--- src/include/efn_pkg.sv ---
// Purpose: shared constants for the error filter and notification stage
// Assumes: apb byte addresses, one 32-bit word per register
// Notes:   field positions are bit indices inside each register word
package efn_pkg;

  localparam int unsigned EFN_ENTRIES     = 8;
  localparam int unsigned EFN_AW          = 8;

  // register byte offsets
  localparam logic [7:0]  EFN_FILT_BASE   = 8'h00;  // eight entries, 0x00..0x1c
  localparam logic [7:0]  EFN_FLAG_OFS    = 8'h20;
  localparam logic [7:0]  EFN_COUNT_OFS   = 8'h24;
  localparam logic [7:0]  EFN_CTRL_OFS    = 8'h28;
  localparam logic [7:0]  EFN_CAP_OFS     = 8'h2C;
  localparam logic [7:0]  EFN_TARGET_OFS  = 8'h30;
  localparam logic [7:0]  EFN_ORIGIN_OFS  = 8'h34;

  // filter entry fields
  localparam int unsigned FLT_SRC_LSB     = 0;   // 6 bits
  localparam int unsigned FLT_NUM_LSB     = 8;   // 4 bits, low nibble of code
  localparam int unsigned FLT_GRP_LSB     = 12;  // 4 bits, high nibble of code
  localparam int unsigned FLT_SRC_MASK    = 16;
  localparam int unsigned FLT_GRP_MASK    = 17;
  localparam int unsigned FLT_NUM_MASK    = 18;
  localparam int unsigned FLT_COUNT_EN    = 24;
  localparam int unsigned FLT_FLAG_EN     = 25;
  localparam int unsigned FLT_NOTIFY_EN   = 26;
  localparam int unsigned FLT_HALT_EN     = 27;
  localparam logic [31:0] FLT_RW_MASK     = 32'h0F07_FF3F;

  // error reset register fields
  localparam int unsigned CTRL_FLAG_CLR   = 0;
  localparam int unsigned CTRL_COUNT_CLR  = 1;
  localparam int unsigned CTRL_LOG_CLR    = 2;
  localparam int unsigned CTRL_NOTIFY_EN  = 3;
  localparam int unsigned CTRL_HALT       = 4;

  // capability register fields
  localparam int unsigned CAP_ALL_FLAGS   = 0;
  localparam int unsigned CAP_THRESHOLD   = 1;

  // notify target config fields
  localparam int unsigned TGT_DEST_LSB    = 0;   // 16 bits
  localparam int unsigned TGT_PRIO_LSB    = 16;  // 2 bits
  localparam int unsigned TGT_WIDE        = 20;

  // counter limits
  localparam logic [15:0] CNT_MAX         = 16'hFFFF;
  localparam logic [15:0] CNT_THRESHOLD   = 16'h00FF;

  // port-write header constants
  localparam logic [3:0]  PW_FTYPE        = 4'h8;
  localparam logic [3:0]  PW_TTYPE        = 4'h4;
  localparam logic [3:0]  PW_WRSIZE       = 4'hB;
  localparam logic [7:0]  PW_HOP          = 8'hFF;
  localparam logic [1:0]  PW_TT_SMALL     = 2'h0;
  localparam logic [1:0]  PW_TT_WIDE      = 2'h1;

endpackage : efn_pkg

--- src/logic/efn_top.sv ---
// Purpose: special error filter, flag, counter, halt and port-write notify
// Assumes: errors arrive as one-cycle pulses from logic on clk
// Notes:   apb slave answers with no wait states; prdata is loaded in setup
//
// Behaviour
// RULE1 - eight filter entries each enable count, flag, notify or halt on a match
// RULE2 - source, group and number fields can each be masked out of the compare
// RULE3 - a match with flag enable sets that entry's own flag bit
// RULE4 - flag bits accumulate; new matches never clear older bits
// RULE5 - reading the flag register returns the bits and then clears them all
// RULE6 - flags clear on manager reset or on the flag-clear control bit
// RULE7 - open-drain interrupt pulled low while any flag bit is set
// RULE8 - 16-bit counter adds one per error matching a count-enabled entry
// RULE9 - counter saturates at all ones until cleared
// RULE10 - counter clears on manager reset or on the counter-clear control bit
// RULE11 - a match on a halt-enabled entry halts the manager
// RULE12 - writing one to the halt bit halts; writing zero resumes
// RULE13 - while halted every new error is dropped with no effect at all
// RULE14 - option on and all flags set: set halt bit and send notification
// RULE15 - option on and counter reaches threshold: set halt bit and notify
// RULE16 - reset register clears flags, counter, log; holds notify enable and halt
// RULE17 - a notification only follows a triggered action and only when enabled
// RULE18 - destination id and priority come from the target config register
// RULE19 - transport type and id width follow the wide id select field
// RULE20 - source id comes from the origin id register
// RULE21 - port-write: ttype 0100, wrsize 1011, ftype 1000, crf 0, hop ff, wptr 0
// RULE22 - payload: two zeros, source, code, flags, counter, 24 zero bits
// RULE23 - error code holds group in the upper nibble, number in the lower
// RULE24 - several matching entries act together; counter adds at most one
//
// The register addresses and the APB register port are this design's own decisions.
`timescale 1ns/1ps

module efn_top
  import efn_pkg::*;
(
  input  wire logic              clk,            // core clock, 125 MHz
  input  wire logic              rstn,           // error manager reset, async low
  input  wire logic              psel,           // apb select
  input  wire logic              penable,        // apb access phase
  input  wire logic              pwrite,         // apb write
  input  wire logic [EFN_AW-1:0] paddr,          // apb byte address
  input  wire logic [31:0]       pwdata,         // apb write data
  output logic      [31:0]       prdata,         // apb read data
  output logic                   pready,         // apb ready
  output logic                   pslverr,        // apb error, unmapped address
  input  wire logic              err_valid,      // detected error pulse
  input  wire logic [5:0]        err_source,     // error source
  input  wire logic [7:0]        err_code,       // group in [7:4], number in [3:0]
  output logic                   err_pass,       // error accepted, forward to log
  output logic                   log_clear,      // pulse, clear the error log
  output logic                   manager_halted, // error manager frozen
  output logic                   irq_n_o,        // interrupt pin output level
  output logic                   irq_n_oe,       // interrupt pin drive enable
  output logic                   pw_valid,       // port-write packet ready
  input  wire logic              pw_ready,       // transmitter takes packet
  output logic                   pw_crf,         // critical request flow
  output logic      [1:0]        pw_prio,        // packet priority
  output logic      [1:0]        pw_tt,          // transport type
  output logic      [3:0]        pw_ftype,       // format type
  output logic      [15:0]       pw_dest_id,     // destination id
  output logic      [15:0]       pw_src_id,      // source id
  output logic      [3:0]        pw_ttype,       // transaction type
  output logic      [3:0]        pw_wrsize,      // write size
  output logic      [7:0]        pw_hop,         // hop count
  output logic                   pw_wptr,        // word pointer
  output logic      [63:0]       pw_payload      // the single data word
);

  typedef struct packed {
    logic [EFN_ENTRIES-1:0][31:0] filt;
    logic [EFN_ENTRIES-1:0]       flags;
    logic [15:0]                  count;
    logic                         notify_en;
    logic                         halt;
    logic [1:0]                   cap;
    logic [15:0]                  tgt_dest;
    logic [1:0]                   tgt_prio;
    logic                         tgt_wide;
    logic [15:0]                  origin;
    logic [31:0]                  rdata;
    logic                         slverr;
    logic                         log_clr;
    logic                         pass;
    logic                         pw_vld;
    logic [1:0]                   pw_pri;
    logic                         pw_wide;
    logic [15:0]                  pw_dst;
    logic [15:0]                  pw_src;
    logic [5:0]                   pw_esrc;
    logic [7:0]                   pw_code;
    logic [7:0]                   pw_flags;
    logic [15:0]                  pw_cnt;
  } efn_state_t;

  efn_state_t r;
  efn_state_t next_r;

  logic [EFN_ENTRIES-1:0] match;

  // per-entry compare; a masked field always agrees
  for (genvar i = 0; i < EFN_ENTRIES; i++) begin : g_match
    logic src_ok;
    logic grp_ok;
    logic num_ok;
    assign src_ok = r.filt[i][FLT_SRC_MASK] ||
                    (r.filt[i][FLT_SRC_LSB +: 6] == err_source);  // [RULE2]
    assign grp_ok = r.filt[i][FLT_GRP_MASK] ||
                    (r.filt[i][FLT_GRP_LSB +: 4] == err_code[7:4]); // [RULE2] [RULE23]
    assign num_ok = r.filt[i][FLT_NUM_MASK] ||
                    (r.filt[i][FLT_NUM_LSB +: 4] == err_code[3:0]); // [RULE2] [RULE23]
    assign match[i] = src_ok && grp_ok && num_ok;                   // [RULE1]
  end

  always_comb begin
    logic                   setup;
    logic                   wr;
    logic                   rd;
    logic                   hit;
    logic [31:0]            rmux;
    logic                   ev;
    logic [EFN_ENTRIES-1:0] hits;
    logic [EFN_ENTRIES-1:0] en_cnt;
    logic [EFN_ENTRIES-1:0] en_flag;
    logic [EFN_ENTRIES-1:0] en_ntf;
    logic [EFN_ENTRIES-1:0] en_halt;
    logic                   flag_clr;
    logic                   cnt_clr;
    logic [EFN_ENTRIES-1:0] flags_new;
    logic [15:0]            cnt_base;
    logic [15:0]            cnt_new;
    logic                   cnt_inc;
    logic                   all_trig;
    logic                   thr_trig;
    logic                   halt_hit;
    logic                   send;

    next_r   = r;
    setup    = psel && !penable;
    wr       = psel && penable && pwrite;
    rd       = psel && penable && !pwrite;
    hit      = 1'b1;
    rmux     = 32'h0000_0000;
    en_cnt   = '0;
    en_flag  = '0;
    en_ntf   = '0;
    en_halt  = '0;
    // every local gets a value up front so no path can infer a latch
    ev        = 1'b0;
    hits      = '0;
    flag_clr  = 1'b0;
    cnt_clr   = 1'b0;
    flags_new = '0;
    cnt_base  = 16'h0000;
    cnt_new   = 16'h0000;
    cnt_inc   = 1'b0;
    all_trig  = 1'b0;
    thr_trig  = 1'b0;
    halt_hit  = 1'b0;
    send      = 1'b0;

    for (int i = 0; i < EFN_ENTRIES; i++) begin
      en_cnt[i]  = r.filt[i][FLT_COUNT_EN];
      en_flag[i] = r.filt[i][FLT_FLAG_EN];
      en_ntf[i]  = r.filt[i][FLT_NOTIFY_EN];
      en_halt[i] = r.filt[i][FLT_HALT_EN];
    end

    // read mux, sampled in the setup cycle so prdata is a flop in access
    if (paddr < EFN_FLAG_OFS) begin
      rmux = r.filt[paddr[4:2]];
    end else begin
      unique case (paddr)
        EFN_FLAG_OFS:   rmux = {24'h00_0000, r.flags};
        EFN_COUNT_OFS:  rmux = {16'h0000, r.count};
        EFN_CTRL_OFS: begin
          rmux[CTRL_NOTIFY_EN] = r.notify_en;
          rmux[CTRL_HALT]      = r.halt;
        end
        EFN_CAP_OFS:    rmux = {30'h0000_0000, r.cap};
        EFN_TARGET_OFS: begin
          rmux[TGT_DEST_LSB +: 16] = r.tgt_dest;
          rmux[TGT_PRIO_LSB +: 2]  = r.tgt_prio;
          rmux[TGT_WIDE]           = r.tgt_wide;
        end
        EFN_ORIGIN_OFS: rmux = {16'h0000, r.origin};
        default:        hit  = 1'b0;
      endcase
    end
    if (paddr[1:0] != 2'b00) begin
      hit = 1'b0;
    end
    if (setup) begin
      next_r.rdata  = hit ? rmux : 32'h0000_0000;
      next_r.slverr = !hit;
    end

    // register writes; a refused access changes nothing
    flag_clr = rd && !r.slverr && (paddr == EFN_FLAG_OFS);            // [RULE5]
    cnt_clr  = 1'b0;
    next_r.log_clr = 1'b0;
    if (wr && !r.slverr) begin
      if (paddr < EFN_FLAG_OFS) begin
        next_r.filt[paddr[4:2]] = pwdata & FLT_RW_MASK;               // [RULE1]
      end else begin
        unique case (paddr)
          EFN_CTRL_OFS: begin
            flag_clr         = flag_clr || pwdata[CTRL_FLAG_CLR];     // [RULE6] [RULE16]
            cnt_clr          = pwdata[CTRL_COUNT_CLR];                // [RULE10] [RULE16]
            next_r.log_clr   = pwdata[CTRL_LOG_CLR];                  // [RULE16]
            next_r.notify_en = pwdata[CTRL_NOTIFY_EN];                // [RULE16]
            next_r.halt      = pwdata[CTRL_HALT];                     // [RULE12]
          end
          EFN_CAP_OFS:    next_r.cap = pwdata[1:0];
          EFN_TARGET_OFS: begin
            next_r.tgt_dest = pwdata[TGT_DEST_LSB +: 16];             // [RULE18]
            next_r.tgt_prio = pwdata[TGT_PRIO_LSB +: 2];              // [RULE18]
            next_r.tgt_wide = pwdata[TGT_WIDE];                       // [RULE19]
          end
          EFN_ORIGIN_OFS: next_r.origin = pwdata[15:0];               // [RULE20]
          default: ;
        endcase
      end
    end

    // error path: a frozen manager sees nothing
    ev       = err_valid && !r.halt;                                  // [RULE13]
    hits     = ev ? match : '0;                                       // [RULE24]
    next_r.pass = ev;                                                 // [RULE13]
    halt_hit = |(hits & en_halt);                                     // [RULE11]
    cnt_inc  = |(hits & en_cnt);                                      // [RULE8] [RULE24]

    // set wins over any clear landing in the same cycle
    flags_new = (flag_clr ? '0 : r.flags) | (hits & en_flag);         // [RULE3] [RULE4]
    next_r.flags = flags_new;

    cnt_base = cnt_clr ? 16'h0000 : r.count;                          // [RULE10]
    cnt_new  = cnt_base;
    if (cnt_inc && (cnt_base != CNT_MAX)) begin                       // [RULE9]
      cnt_new = cnt_base + 16'h0001;                                  // [RULE8]
    end
    next_r.count = cnt_new;

    all_trig = r.cap[CAP_ALL_FLAGS] && (&flags_new) && !(&r.flags);   // [RULE14]
    thr_trig = r.cap[CAP_THRESHOLD] && (cnt_new == CNT_THRESHOLD) &&
               (r.count != CNT_THRESHOLD);                            // [RULE15]

    // hardware halt wins over a software resume in the same cycle
    if (halt_hit || all_trig || thr_trig) begin
      next_r.halt = 1'b1;                                             // [RULE11] [RULE14] [RULE15]
    end

    // packet slot drains on handshake; a trigger while still full is dropped
    if (r.pw_vld && pw_ready) begin
      next_r.pw_vld = 1'b0;
    end
    send = r.notify_en && ((|(hits & en_ntf)) || all_trig || thr_trig); // [RULE17]
    if (send && (!r.pw_vld || pw_ready)) begin
      next_r.pw_vld   = 1'b1;
      next_r.pw_pri   = r.tgt_prio;                                   // [RULE18]
      next_r.pw_wide  = r.tgt_wide;                                   // [RULE19]
      next_r.pw_dst   = r.tgt_wide ? r.tgt_dest : {8'h00, r.tgt_dest[7:0]}; // [RULE19]
      next_r.pw_src   = r.tgt_wide ? r.origin : {8'h00, r.origin[7:0]};     // [RULE20]
      next_r.pw_esrc  = err_source;
      next_r.pw_code  = err_code;
      next_r.pw_flags = flags_new;
      next_r.pw_cnt   = cnt_new;
    end
  end

  always_ff @(posedge clk or negedge rstn) begin
    if (!rstn) begin
      r <= '0;                                                        // [RULE6] [RULE10]
    end else begin
      r <= next_r;
    end
  end

  assign prdata         = r.rdata;
  assign pready         = psel && penable;
  assign pslverr        = psel && penable && r.slverr;
  assign err_pass       = r.pass;
  assign log_clear      = r.log_clr;
  assign manager_halted = r.halt;
  // open drain: only ever pulls low; wired-or with other devices on the board
  assign irq_n_o        = 1'b0;
  assign irq_n_oe       = |r.flags;                                   // [RULE7]

  assign pw_valid   = r.pw_vld;
  assign pw_crf     = 1'b0;                                           // [RULE21]
  assign pw_prio    = r.pw_pri;
  assign pw_tt      = r.pw_wide ? PW_TT_WIDE : PW_TT_SMALL;           // [RULE19]
  assign pw_ftype   = PW_FTYPE;                                       // [RULE21]
  assign pw_dest_id = r.pw_dst;
  assign pw_src_id  = r.pw_src;
  assign pw_ttype   = PW_TTYPE;                                       // [RULE21]
  assign pw_wrsize  = PW_WRSIZE;                                      // [RULE21]
  assign pw_hop     = PW_HOP;                                         // [RULE21]
  assign pw_wptr    = 1'b0;                                           // [RULE21]
  assign pw_payload = {2'b00, r.pw_esrc, r.pw_code, r.pw_flags,
                       r.pw_cnt, 24'h00_0000};                        // [RULE22]

endmodule : efn_top

--- config.mk ---
export PLATFORM = sky130hd
export DESIGN_NAME = efn_top
export DESIGN_NICKNAME = d
export VERILOG_FILES = /design/src/include/efn_pkg.sv /design/src/logic/efn_top.sv
export SDC_FILE = /design/constraint.sdc
export NUM_CORES = 1
export LEC_CHECK = 0
export ABC_AREA = 0
export ABC_CLOCK_PERIOD_IN_PS = 4530
export BUFFER_PORTS_ARGS = -buffer_cell sky130_fd_sc_hd__buf_2
export CAP_MARGIN = 20
export CORE_MARGIN = 4
export CORE_UTILIZATION = 25
export DETAILED_ROUTE_END_ITERATION = 16
export GPL_TIMING_DRIVEN = 1
export PLACE_DENSITY = 0.54
export REMOVE_ABC_BUFFERS = 1
export SETUP_SLACK_MARGIN = 0.5
export SYNTH_ARGS = -nofsm -noshare
export SYNTH_HDL_FRONTEND = slang
export SYNTH_SLANG_ARGS = --single-unit
--- constraint.sdc ---
create_clock -name clk -period 4.53 [get_ports clk]
set_clock_uncertainty 0.1 [all_clocks]
set_input_delay 0.6795 -clock clk [delete_from_list [all_inputs] [get_ports clk]]
set_output_delay 0.6795 -clock clk [all_outputs]
set_load 0.01 [all_outputs]
==> After elaboration in Yosys (flattened, before gate mapping) <==
Index checks and enable logic that the tools add are counted.
{ "word_totals": {"ff_bits": 428, "inputBits": 61, "output_inout_bits": 162, "wordCells": 201} }
{ "op_classes": {"addsub": 1, "magnitude_cmp": 3, "n_eq_ne": 34, "n_mux": 39, "bitwise_logic": 6, "reduce_logical": 88} }
{ "op_table": {"columns": ["cell", "n"], "rows": [
  ["$bwmux W256", 1],
  ["$mux W32", 4],
  ["$bmux W32 S3", 1],
  ["$demux W32 S3", 1],
  ["$mux W16", 5],
  ["$mux W38", 2],
  ["$mux W74", 1],
  ["$eq A4 B4 Y1", 16],
  ["$pmux W13 S4", 1],
  ["$eq A6 B6 Y1", 8],
  ["$eq A8 B6 Y1 const B", 6],
  ["$logic_and A1 B1 Y1", 34],
  ["$and A8 B8 Y8", 4],
  ["$reduce_or A8 Y1", 4],
  ["$logic_or A1 B1 Y1", 30],
  ["$mux W19", 1],
  ["$mux W1", 17],
  ["$add A16 B1 Y16 const B", 1],
  ["$eq A16 B8 Y1 const B", 1],
  ["$mux W8", 2],
  ["$ne A16 B16 Y1 const B", 1],
  ["$ne A16 B8 Y1 const B", 1],
  ["$reduce_and A8 Y1", 2],
  ["$pmux W3 S5", 1],
  ["other kinds (13)", 26]
]} }

==> Depth between registers and ports, before layout <==
Gate-level depths: netlist of the first run.
{ "depth": {"depth_word": 18, "mapped_depth": 21} }

==> Worst setup path after synthesis of the first run <==
OpenSTA, ideal clock, no wires.
{ "synth_path": {"kind": "input-to-reg", "from": "in psel", "to": "reg r, in the netlist pw_dest_id[0]", "setup_ps": 125, "t_arrival_ps": 4635, "required_time_ps": 4305, "slack_ps": -330, "cell_stages": 21, "path_cell_list": "nand2_1 inv_2 and3_1 clkbuf_1 nand4_1 clkbuf_1 and2_1 ha_1 and4_1 nand4_1 or2_1 nor2_1 or2_1 clkbuf_1 a211oi_1 nor3_1 a21oi_4 nor2_4 buf_6 buf_12 mux2_4"} }
{ "synth_between": {"elab_chain_len": 17, "word_cells_on_any_way": 28, "cone_classes": "1 x add/sub; 2 x eq/ne; 7 x mux; 1 x bitwise; 17 x reduce/logical"} }
{ "synth_lines": {"columns": ["item", "line_no", "text"], "rows": [
  ["from (decl)", "efn_top.sv:39", "input wire logic psel,"],
  ["$logic_and A1 B1 Y1 *", null, null],
  ["net pready", "efn_top.sv:45", "output logic pready,"],
  ["parallel branches: the longest is 13 deep, another holds $add A16 B1 Y16", null, null],
  ["$logic_or A1 B1 Y1 *", "efn_top.sv:257", "send = r.notify_en && ((|(hits & en_ntf)) || all_trig || thr_trig);"],
  ["$logic_and A1 B1 Y1 *", "efn_top.sv:257", null],
  ["$logic_and A1 B1 Y1 *", "efn_top.sv:258", "if (send && (!r.pw_vld || pw_ready)) begin"],
  ["to (signal assigned)", "efn_top.sv:275", "r <= next_r;"],
  ["to (decl)", "efn_top.sv:96", "efn_state_t r;"]
]} }
Mark *: on every way through the listed nets, which the timed path passes.
A chain may end at the register's enable or synchronous reset.

==> Worst setup path after layout of the first run <==
{ "layout_path": {"from": "in paddr[6]", "to": "reg r[70] in the netlist's numbering"} }
{ "layout_between": {"elab_chain_len": 15, "word_cells_on_any_way": 28, "cone_classes": "1 x add/sub; 1 x order compare; 4 x eq/ne; 9 x mux; 1 x bitwise; 12 x reduce/logical"} }
{ "layout_lines": {"columns": ["item", "line_no", "text"], "rows": [
  ["from (decl)", "efn_top.sv:42", "input wire logic [EFN_AW-1:0] paddr,"],
  ["parallel branches: the longest is 12 deep, another holds $add A16 B1 Y16", null, null],
  ["$logic_or A1 B1 Y1 *", "efn_top.sv:257", null],
  ["$logic_and A1 B1 Y1 *", "efn_top.sv:257", null],
  ["$logic_and A1 B1 Y1 *", "efn_top.sv:258", null]
]} }
Mark *: on every way between the ends.

==> impl_metrics.env, run 1 <==
export IMPL_synthArstFlopShare_pct=100
export IMPL_failed_checks="negative hold slack"
export IMPL_grt_overflow=0
export IMPL_place_ws_ns=-0.104
export IMPL_vias=11720
export IMPL_drc=0
export IMPL_synth_top_flop_cell="dfrtp_1"
export IMPL_vdd_drop_max_uv=234
export IMPL_worst_slew_margin_rel_pct=35.6
export IMPL_dr_pass1_iters=5
export IMPL_route_detailed_wl_per_inst_microns=22.2
export IMPL_drive_gt1_share_pct=42.1
export IMPL_ys_seq_area_share_pct=47.1
export IMPL_rsz0062_at_grt="false"
export IMPL_min_period_ns=3.97
export IMPL_die_area_sq_um=74800
export IMPL_status="finished with violations"
export IMPL_grt_max_degree=97
export IMPL_end_kind="flip-flop"
export IMPL_min_period_over_period_pct=87.6
export IMPL_cts_buffers=42
export IMPL_detailed_place_hpwl_mm=38.7
export IMPL_ant_nets=0
export IMPL_yosysTopAreaCell="dfrtp_1"
export IMPL_antenna_found_initial=9
export IMPL_clk_latency_ns=0.60
export IMPL_crit_type="in2reg"
export IMPL_nets=1600
export IMPL_synth_area_sq_um=17600
export IMPL_leakage_nw=10.0
export IMPL_synth_top_cell_area_share_pct=47.1
export IMPL_dp_cells=2414
export IMPL_yosysUniqueCellTypes=63
export IMPL_area_growth_pct=18.2
export IMPL_die_h_microns=274
export IMPL_required_ns=4.88
export IMPL_cts_path_max_buffers=3
export IMPL_track_usage_pct=14.1
export IMPL_worstPathMaxFanout=7
export IMPL_finalSetupViolCount=0
export IMPL_hold_path_class="in2async"
export IMPL_worst_pin_slew_ns=0.966
export IMPL_path_clk_slew_ns=0.05
export IMPL_start_util_pct=25.2
export IMPL_ys_ff_latch=332
export IMPL_io_buffers=156
export IMPL_first_iter_violations=743
export IMPL_worst_hold_slack_ns=-0.00390
export IMPL_grt_pass1_wl_mm=79.2
export IMPL_fmax_mhz=252
export IMPL_hold_violations=1
export IMPL_cellPowerDensity_nw_per_um2=329
export IMPL_cp_start_kind="primary input"
export IMPL_netlist_instances=1440
export IMPL_tns_ns=0
export IMPL_cts_tree="yes"
export IMPL_rows=97
export IMPL_vias_per_cell=4.66
export IMPL_arrival_ns=4.32
export IMPL_cts_root_buf="clkbuf_16"
export IMPL_clock_sinks=332
export IMPL_ctsHoldBuffers=0
export IMPL_core_sq_um=69900
export IMPL_cts_htree_levels=2
export IMPL_synth_top_cells_by_area="dfrtp_1, mux2_2, buf_4"
export IMPL_drv_cap=0
export IMPL_layout_commonest_cell="dfrtp_1"
export IMPL_gp_congestion=0.850
export IMPL_ios=223
export IMPL_grt_pass1_vias=11758
export IMPL_die_x_microns=274
export IMPL_instances_no_fill=2513
export IMPL_final_cell_mix="dfrtp_1, mux2_2, buf_2"
export IMPL_avgSynthCellArea_sq_um=12.2
export IMPL_drv_slew=0
export IMPL_setup_slack_ns=0.561
export IMPL_synth_edff_count=0
export IMPL_finalWirelength_mm=55.7
export IMPL_yosys_warnings=0
[logic make-up after synthesis]
logic type,count (synthesis),synth area share [%]
compound gates,161,6.17
xor+xnor,124,6.16
fa+ha+maj,1,0.0710
buf+inv,261,9.45
flops,332,47.1
mux,326,24.0
other cells,2,0.0426
simple gates,233,6.94
[final cells by class]
class                      count  area [sq um]
antenna                        2          5.00
clock buffer                  58          1170
clock inverter                19           284
fill                        7145         49100
inverter                       7          26.3
multi-input combinational    903          8120
sequential                   332          8310
tap                          940          1180
timing repair buffer         252          1740
[where the power goes]
part / switching (mW) / internal (mW) / leakage, nW / total [mW]
clock network: 1.41 / 2.12 / 0.707 / 3.54
logic: 0.247 / 0.0939 / 4.68 / 0.341
registers: 0.00526 / 2.97 / 4.63 / 2.98
total: 1.67 / 5.19 / 10.0 / 6.85
[metal layers]
layer	track usage, %	wire, microns	up-vias
li1	-	-	5135
met1	18.7	23900	6032
met2	22.2	25800	447
met3	3.56	4130	96
met4	5.05	1810	10
met5	0	67	-
[worst max-delay path, stage by stage]
cell and delay [ns]:
buf_2 0.13, nor2_4 0.12, nand2_2 0.08, nor4_4 0.25, nand4_1 0.17, buf_6 0.17
and2_4 0.15, ha_2 0.18, and4_4 0.18, nand4_1 0.13, or2_4 0.17, nor2_4 0.05
buf_4 0.16, or2_4 0.24, o211ai_1 0.18, and4b_2 0.29, a21oi_4 0.07, nor2_4 0.21
buf_12 0.21, buf_12 0.15, mux2_1 0.33
[timing repair]
action,4_1_cts,5_1_grt
resized for setup,0,57
setup endpoints to repair,0,74
setup buffers,0,12
[registers in the layout, indices dropped and copies added (netlist names)]
register	count
pw_prio	2
r	232
log_clear	1
pw_dest_id	16
pw_src_id	16
pw_valid	1
prdata	24
pw_payload	38
manager_halted	1
err_pass	1
[worst paths after layout]
kind	endpoint	start	depth (start not counted)	slack (ns)
setup / recovery	r[70]	paddr[6]	21	0.56
hold / removal	pw_payload[49]	rstn	1	-0.004
setup reg to reg	r[70]	r[337]	14	0.59
hold reg to reg	prdata[13]	prdata[13]	2	0.37
max in group asynchronous	r[396]	rstn	2	3.32
min in group clk	r[115]	pwdata[6]	2	0.24
[cells in the mapped netlist, types with 23 or more instances]
library cell / count
mux2_2: 208
mux2_1: 28
nand2_1: 85
o21ai_1: 23
buf_4: 160
nor4_1: 28
mux4_2: 42
xor2_1: 102
clkbuf_1: 56
mux2_4: 30
nor2_1: 31
dfrtp_1: 332
o21ai_0: 27
[metrics by stage]
| step | area [sq um] | utilization (%) | power [mW] |
|---|---|---|---|
| after floorplan | 16200 | - | 3.13 |
| after global placement | 18800 | 26.9 | 3.36 |
| after detailed placement | 18800 | 26.9 | 3.37 |
| after CTS | 20300 | 29.0 | 6.94 |
| after global routing | 20800 | 29.8 | 7.09 |
| final | 20800 | 29.8 | 6.85 |
(Power assumes the default switching activity.)
==> run 2: changes to the inputs <==
--- a/config.mk
+++ b/config.mk
@@ -13,6 +13,7 @@
 export CORE_UTILIZATION = 25
 export DETAILED_ROUTE_END_ITERATION = 16
 export GPL_TIMING_DRIVEN = 1
+export HOLD_SLACK_MARGIN = 0.08
 export PLACE_DENSITY = 0.54
 export REMOVE_ABC_BUFFERS = 1
 export SETUP_SLACK_MARGIN = 0.5
==> run 2 against run 1 <==
  * The flow now finishes without violations
  * Global-route usage unchanged
  * Final cell count barely moved
  * Die area unchanged
  * Clock power about the same
  * Hold slack better by 0.25 ns
  * Via count down 0.77%
  * Sequential power about the same
  * Critical path type unchanged
==> impl_metrics.env, run 2 (synthesized netlist as in run 1, its figures left out) <==
export IMPL_die_h_microns=274
export IMPL_cellPowerDensity_nw_per_um2=329
export IMPL_grt_pass1_wl_mm=79.2
export IMPL_nets=1601
export IMPL_area_growth_pct=18.2
export IMPL_cpLargestDelayFamily="simple AND/OR/NAND/NOR gates"
export IMPL_finalWirelength_mm=55.6
export IMPL_cp_depth=21
export IMPL_required_ns=4.88
export IMPL_cp_start_kind="primary input"
export IMPL_path_clk_slew_ns=0.06
export IMPL_dr_pass1_iters=5
export IMPL_grt_max_degree=97
export IMPL_final_cell_mix="dfrtp_1, mux2_2, buf_2"
export IMPL_slowest_delay_ns=0.33
export IMPL_ff2ff_path_depth=14
export IMPL_worstPathMaxFanout=7
export IMPL_cts_path_max_buffers=3
export IMPL_drv_slew=0
export IMPL_vias_per_cell=4.63
export IMPL_drv_cap=0
export IMPL_path_cells="buf_2 -> nor2_4 -> nand2_2 -> nor4_4 -> nand4_1 -> buf_6 -> and2_4 -> ha_2 -> and4_4 -> nand4_1 -> or2_4 -> nor2_4 -> buf_4 -> or2_4 -> o211ai_1 -> and4b_2 -> a21oi_4 -> nor2_4 -> buf_12 -> buf_12 -> mux2_1"
export IMPL_hold_violations=0
export IMPL_cts_tree="yes"
export IMPL_cts_root_buf="clkbuf_16"
export IMPL_vias=11630
export IMPL_grt_pass1_vias=11758
export IMPL_ant_nets=0
export IMPL_drc=0
export IMPL_layout_commonest_cell="dfrtp_1"
export IMPL_leakage_nw=10.0
export IMPL_arrival_ns=4.31
export IMPL_clock_sinks=332
export IMPL_worst_hold_slack_ns=0.244
export IMPL_timing_rr_start="r[337]"
export IMPL_end_kind="flip-flop"
export IMPL_ios=223
export IMPL_finalPower_mw=6.85
export IMPL_drive_gt1_share_pct=42.0
export IMPL_status="complete, no violations"
export IMPL_clk_latency_ns=0.60
export IMPL_track_usage_pct=14.1
export IMPL_largest_reg_flops=232
export IMPL_placed_area_sq_um=18800
export IMPL_crit_type="in2reg"
export IMPL_cp_slowest_cell="mux2_1"
export IMPL_detailed_place_hpwl_mm=38.7
export IMPL_io_buffers=156
export IMPL_crit_buf_inv=5
export IMPL_min_period_ns=3.96
export IMPL_grt_overflow=0
export IMPL_cts_buffers=42
export IMPL_gp_congestion=0.850
export IMPL_die_x_microns=274
export IMPL_r2r_end="r[70]"
export IMPL_die_area_sq_um=74800
export IMPL_start_util_pct=25.2
export IMPL_tns_ns=0
export IMPL_cts_htree_levels=2
export IMPL_crit_path_end="r[70]"
export IMPL_critPathMostFrequentCell="nor2_4"
export IMPL_instances_no_fill=2514
export IMPL_antenna_found_initial=9
export IMPL_rows=97
export IMPL_hold_path_class="in2reg"
export IMPL_design_area_sq_um=20800
export IMPL_first_iter_violations=819
export IMPL_n_fill_cell=7144
export IMPL_worst_pin_slew_ns=0.949
export IMPL_vdd_drop_max_uv=234
export IMPL_min_period_over_period_pct=87.3
export IMPL_regMostFlops="r"
export IMPL_crit_path_start="paddr[6]"
export IMPL_core_sq_um=69900
export IMPL_worst_slew_margin_rel_pct=36.7
export IMPL_finalSetupViolCount=0
export IMPL_regToRegSetupSlack_ns=0.59
export IMPL_rsz0062_at_grt="false"
export IMPL_dp_cells=2414
export IMPL_route_detailed_wl_per_inst_microns=22.1
export IMPL_fmax_mhz=253
[run 2: report_power, final]
group	internal, mW	leakage (nW)	switching [mW]	total (mW)
clock network	2.12	0.707	1.41	3.54
logic	0.0944	4.68	0.247	0.341
registers	2.97	4.63	0.00522	2.98
total	5.19	10.0	1.67	6.85
[run 2: cell type report]
cell class,count,area (sq um),share of cell area [%]
flip-flops and latches,332,8310,39.9
multi-input cells,903,8120,39.0
repair buffers,253,1750,8.38
well taps,940,1180,5.64
clock buffers,58,1170,5.62
clock inverters,19,284,1.36
inverters,7,26.3,0.126
diodes,2,5.00,0.0240
[run 2: worst min path at each step]
| stage | start | endpoint | slack, ns | cells past startpoint |
|---|---|---|---|---|
| after floorplan | rstn | err_pass | 0.28 | 0 |
| after global placement | prdata[3] | prdata[3] | 0.36 | 1 |
| after detailed placement | prdata[4] | prdata[4] | 0.36 | 1 |
| after CTS | pwdata[6] | r[134] | 0.22 | 2 |
| after global routing | pwdata[6] | r[134] | 0.24 | 2 |
| final | pwdata[6] | r[115] | 0.24 | 2 |
[run 2: timing repair]
action,CTS,global route
hold buffers,1,0
resized for setup,0,57
buffers inserted,0,12
hold endpoints to repair,9,0
setup endpoints to repair,0,74
[run 2: layer usage]
| metal | global-route usage (%) | share of wire (%) | vias up |
|---|---|---|---|
| li1 | - | - | 5142 |
| met1 | 18.7 | 43 | 5961 |
| met2 | 22.2 | 46 | 424 |
| met3 | 3.55 | 7.2 | 93 |
| met4 | 5.05 | 3.3 | 10 |
| met5 | 0 | 0.12 | - |
[run 2: stage by stage]
step | util, % | setup slack (ns)
3_5_place_dp | 26.9 | -0.104
2_1_floorplan | - | -2.03
6_report | 29.8 | 0.573
5_1_grt | 29.8 | 0.441
3_3_place_gp | 26.9 | -0.0814
4_1_cts | 29.0 | 0.516
==> run 3: changes to the inputs <==
--- a/config.mk
+++ b/config.mk
@@ -8,11 +8,11 @@
 export ABC_AREA = 0
 export ABC_CLOCK_PERIOD_IN_PS = 4530
 export BUFFER_PORTS_ARGS = -buffer_cell sky130_fd_sc_hd__buf_2
-export CAP_MARGIN = 20
+export CAP_MARGIN = 30
+export CORE_ASPECT_RATIO = 1.2
 export CORE_MARGIN = 4
 export CORE_UTILIZATION = 25
 export DETAILED_ROUTE_END_ITERATION = 16
-export GPL_TIMING_DRIVEN = 1
 export HOLD_SLACK_MARGIN = 0.08
 export PLACE_DENSITY = 0.54
 export REMOVE_ABC_BUFFERS = 1
==> run 3 against run 2 <==
  * Critical path depth did not move
  * Via count increased by 0.60%
  * Sequential power about the same
  * Sequential cell count did not move
  * Largest power group unchanged
==> impl_metrics.env, run 3 (synthesized netlist as in run 1, its figures left out) <==
export IMPL_status="complete, no violations"
export IMPL_cts_root_buf="clkbuf_16"
export IMPL_min_period_ns=3.95
export IMPL_first_iter_violations=790
export IMPL_leakage_nw=9.87
export IMPL_io_buffers=156
export IMPL_hold_violations=0
export IMPL_gr_usage_met2_pct=24.8
export IMPL_largest_reg_flops=232
export IMPL_route_detailed_wl_per_inst_microns=22.7
export IMPL_worst_hold_slack_ns=0.0549
export IMPL_antenna_cells=0
export IMPL_vdd_drop_max_uv=197
export IMPL_clock_sinks=332
export IMPL_layout_commonest_cell="dfrtp_1"
export IMPL_gr_max_usage_layer="met2"
export IMPL_finalSetupViolCount=0
export IMPL_regMostFlops="r"
export IMPL_gp_congestion=0.856
export IMPL_nets=1592
export IMPL_hold_path_class="in2async"
export IMPL_path_cells="buf_2 -> nor2_4 -> nand2_2 -> nor4_4 -> nand4_1 -> buf_6 -> and2_4 -> ha_1 -> and4_1 -> nand4_1 -> or2_1 -> nor2_2 -> buf_4 -> or2_4 -> o211ai_1 -> and4b_2 -> a21oi_4 -> nor2_4 -> buf_12 -> buf_16 -> mux2_1"
export IMPL_cellPowerDensity_nw_per_um2=317
export IMPL_antenna_found_initial=9
export IMPL_ant_nets=0
export IMPL_cts_tree="yes"
export IMPL_drv_slew=0
export IMPL_required_ns=4.88
export IMPL_ios=223
export IMPL_worst_slew_margin_rel_pct=25.2
export IMPL_path_clk_slew_ns=0.06
export IMPL_final_cell_mix="dfrtp_1, mux2_2, buf_2"
export IMPL_grtUsageMet3_pct=2.42
export IMPL_crit_type="in2reg"
export IMPL_rsz0062_at_grt="true"
export IMPL_grt_pass1_wl_mm=83.0
export IMPL_arrival_ns=4.30
export IMPL_die_h_microns=299
export IMPL_rows=106
export IMPL_drc=0
export IMPL_vias_per_cell=4.73
export IMPL_die_x_microns=250
export IMPL_vias=11700
export IMPL_start_util_pct=25.3
export IMPL_drv_cap=0
export IMPL_core_sq_um=69800
export IMPL_cts_buffers=38
export IMPL_finalPower_mw=6.48
export IMPL_use_met1_pct=18.6
export IMPL_die_area_sq_um=74800
export IMPL_track_usage_pct=14.5
export IMPL_detailed_place_hpwl_mm=39.8
export IMPL_cp_slowest_cell="mux2_1"
export IMPL_fmax_mhz=253
export IMPL_drive_gt1_share_pct=40.6
export IMPL_n_fill_cell=7233
export IMPL_slowest_delay_ns=0.33
export IMPL_grt_overflow=0
export IMPL_clk_latency_ns=0.56
export IMPL_finalWirelength_mm=56.1
export IMPL_grt_max_degree=121
export IMPL_ctsHoldBuffers=0
export IMPL_cts_htree_levels=2
export IMPL_worst_pin_slew_ns=1.12
export IMPL_area_growth_pct=16.0
export IMPL_end_kind="flip-flop"
export IMPL_cp_start_kind="primary input"
export IMPL_grt_pass1_vias=12266
export IMPL_cts_path_max_buffers=3
export IMPL_dr_pass1_iters=8
export IMPL_worstPathMaxFanout=8
export IMPL_min_period_over_period_pct=87.2
run 3: worst paths after layout:
path | from | end | slack, ns | cells after the start
max in group asynchronous | rstn | r[301] | 3.10 | 2
worst min register to register | prdata[1] | prdata[1] | 0.38 | 1
worst max-delay path | paddr[7] | pw_payload[55] | 0.58 | 21
min in group clk | pwdata[20] | r[125] | 0.25 | 2
worst min-delay path | rstn | pw_dest_id[12] | 0.05 | 1
worst max register to register | r[281] | pw_payload[55] | 0.61 | 14
run 3: layer usage:
layer,part of all wire [%],up-vias
li1,-,5113
met1,42,5992
met2,49,466
met3,5.5,119
met4,3.8,10
met5,0.11,-
run 3: area by class of cell:
type	count	area, sq um	area share (%)
timing repair buffer	248	1680	8.22
clock inverter	14	180	0.881
tap	918	1150	5.62
multi-input combinational	903	8020	39.2
inverter	7	26.3	0.129
clock buffer	51	1080	5.29
sequential	332	8310	40.6
run 3: worst max-delay path, delay by kind of cell:
| kind | cells | cell delay [ns] |
|---|---|---|
| and+or+nand+nor | 12 | 1.97 |
| buffers and inverters | 5 | 0.85 |
| muxes | 1 | 0.33 |
| AOI/OAI and AO/OA | 2 | 0.25 |
| adders and majority gates | 1 | 0.20 |
run 3: metrics by stage:
stage	instances	utilization (%)	area, sq um	setup slack [ns]	TNS (ns)
2_1_floorplan	1242	-	16200	-2.03	-128.14
3_3_place_gp	2395	27.0	18800	-0.175	-8.34
3_5_place_dp	2396	27.1	18900	-0.164	-7.28
4_1_cts	2466	29.0	20200	0.505	0
5_1_grt	2473	29.3	20400	0.482	0
6_report	2473	29.3	20400	0.578	0
run 3: timing repair:
item,CTS,global route
buffers inserted,4,3
resized for setup,6,22
pin swaps,7,15
cloned,1,4
setup endpoints to repair,52,74
run 3: where the power goes:
| group | switching, mW | total [mW] | internal [mW] |
|---|---|---|---|
| Sequential | 0.00519 | 2.98 | 2.97 |
| Combinational | 0.246 | 0.341 | 0.0954 |
| Clock | 1.31 | 3.16 | 1.85 |
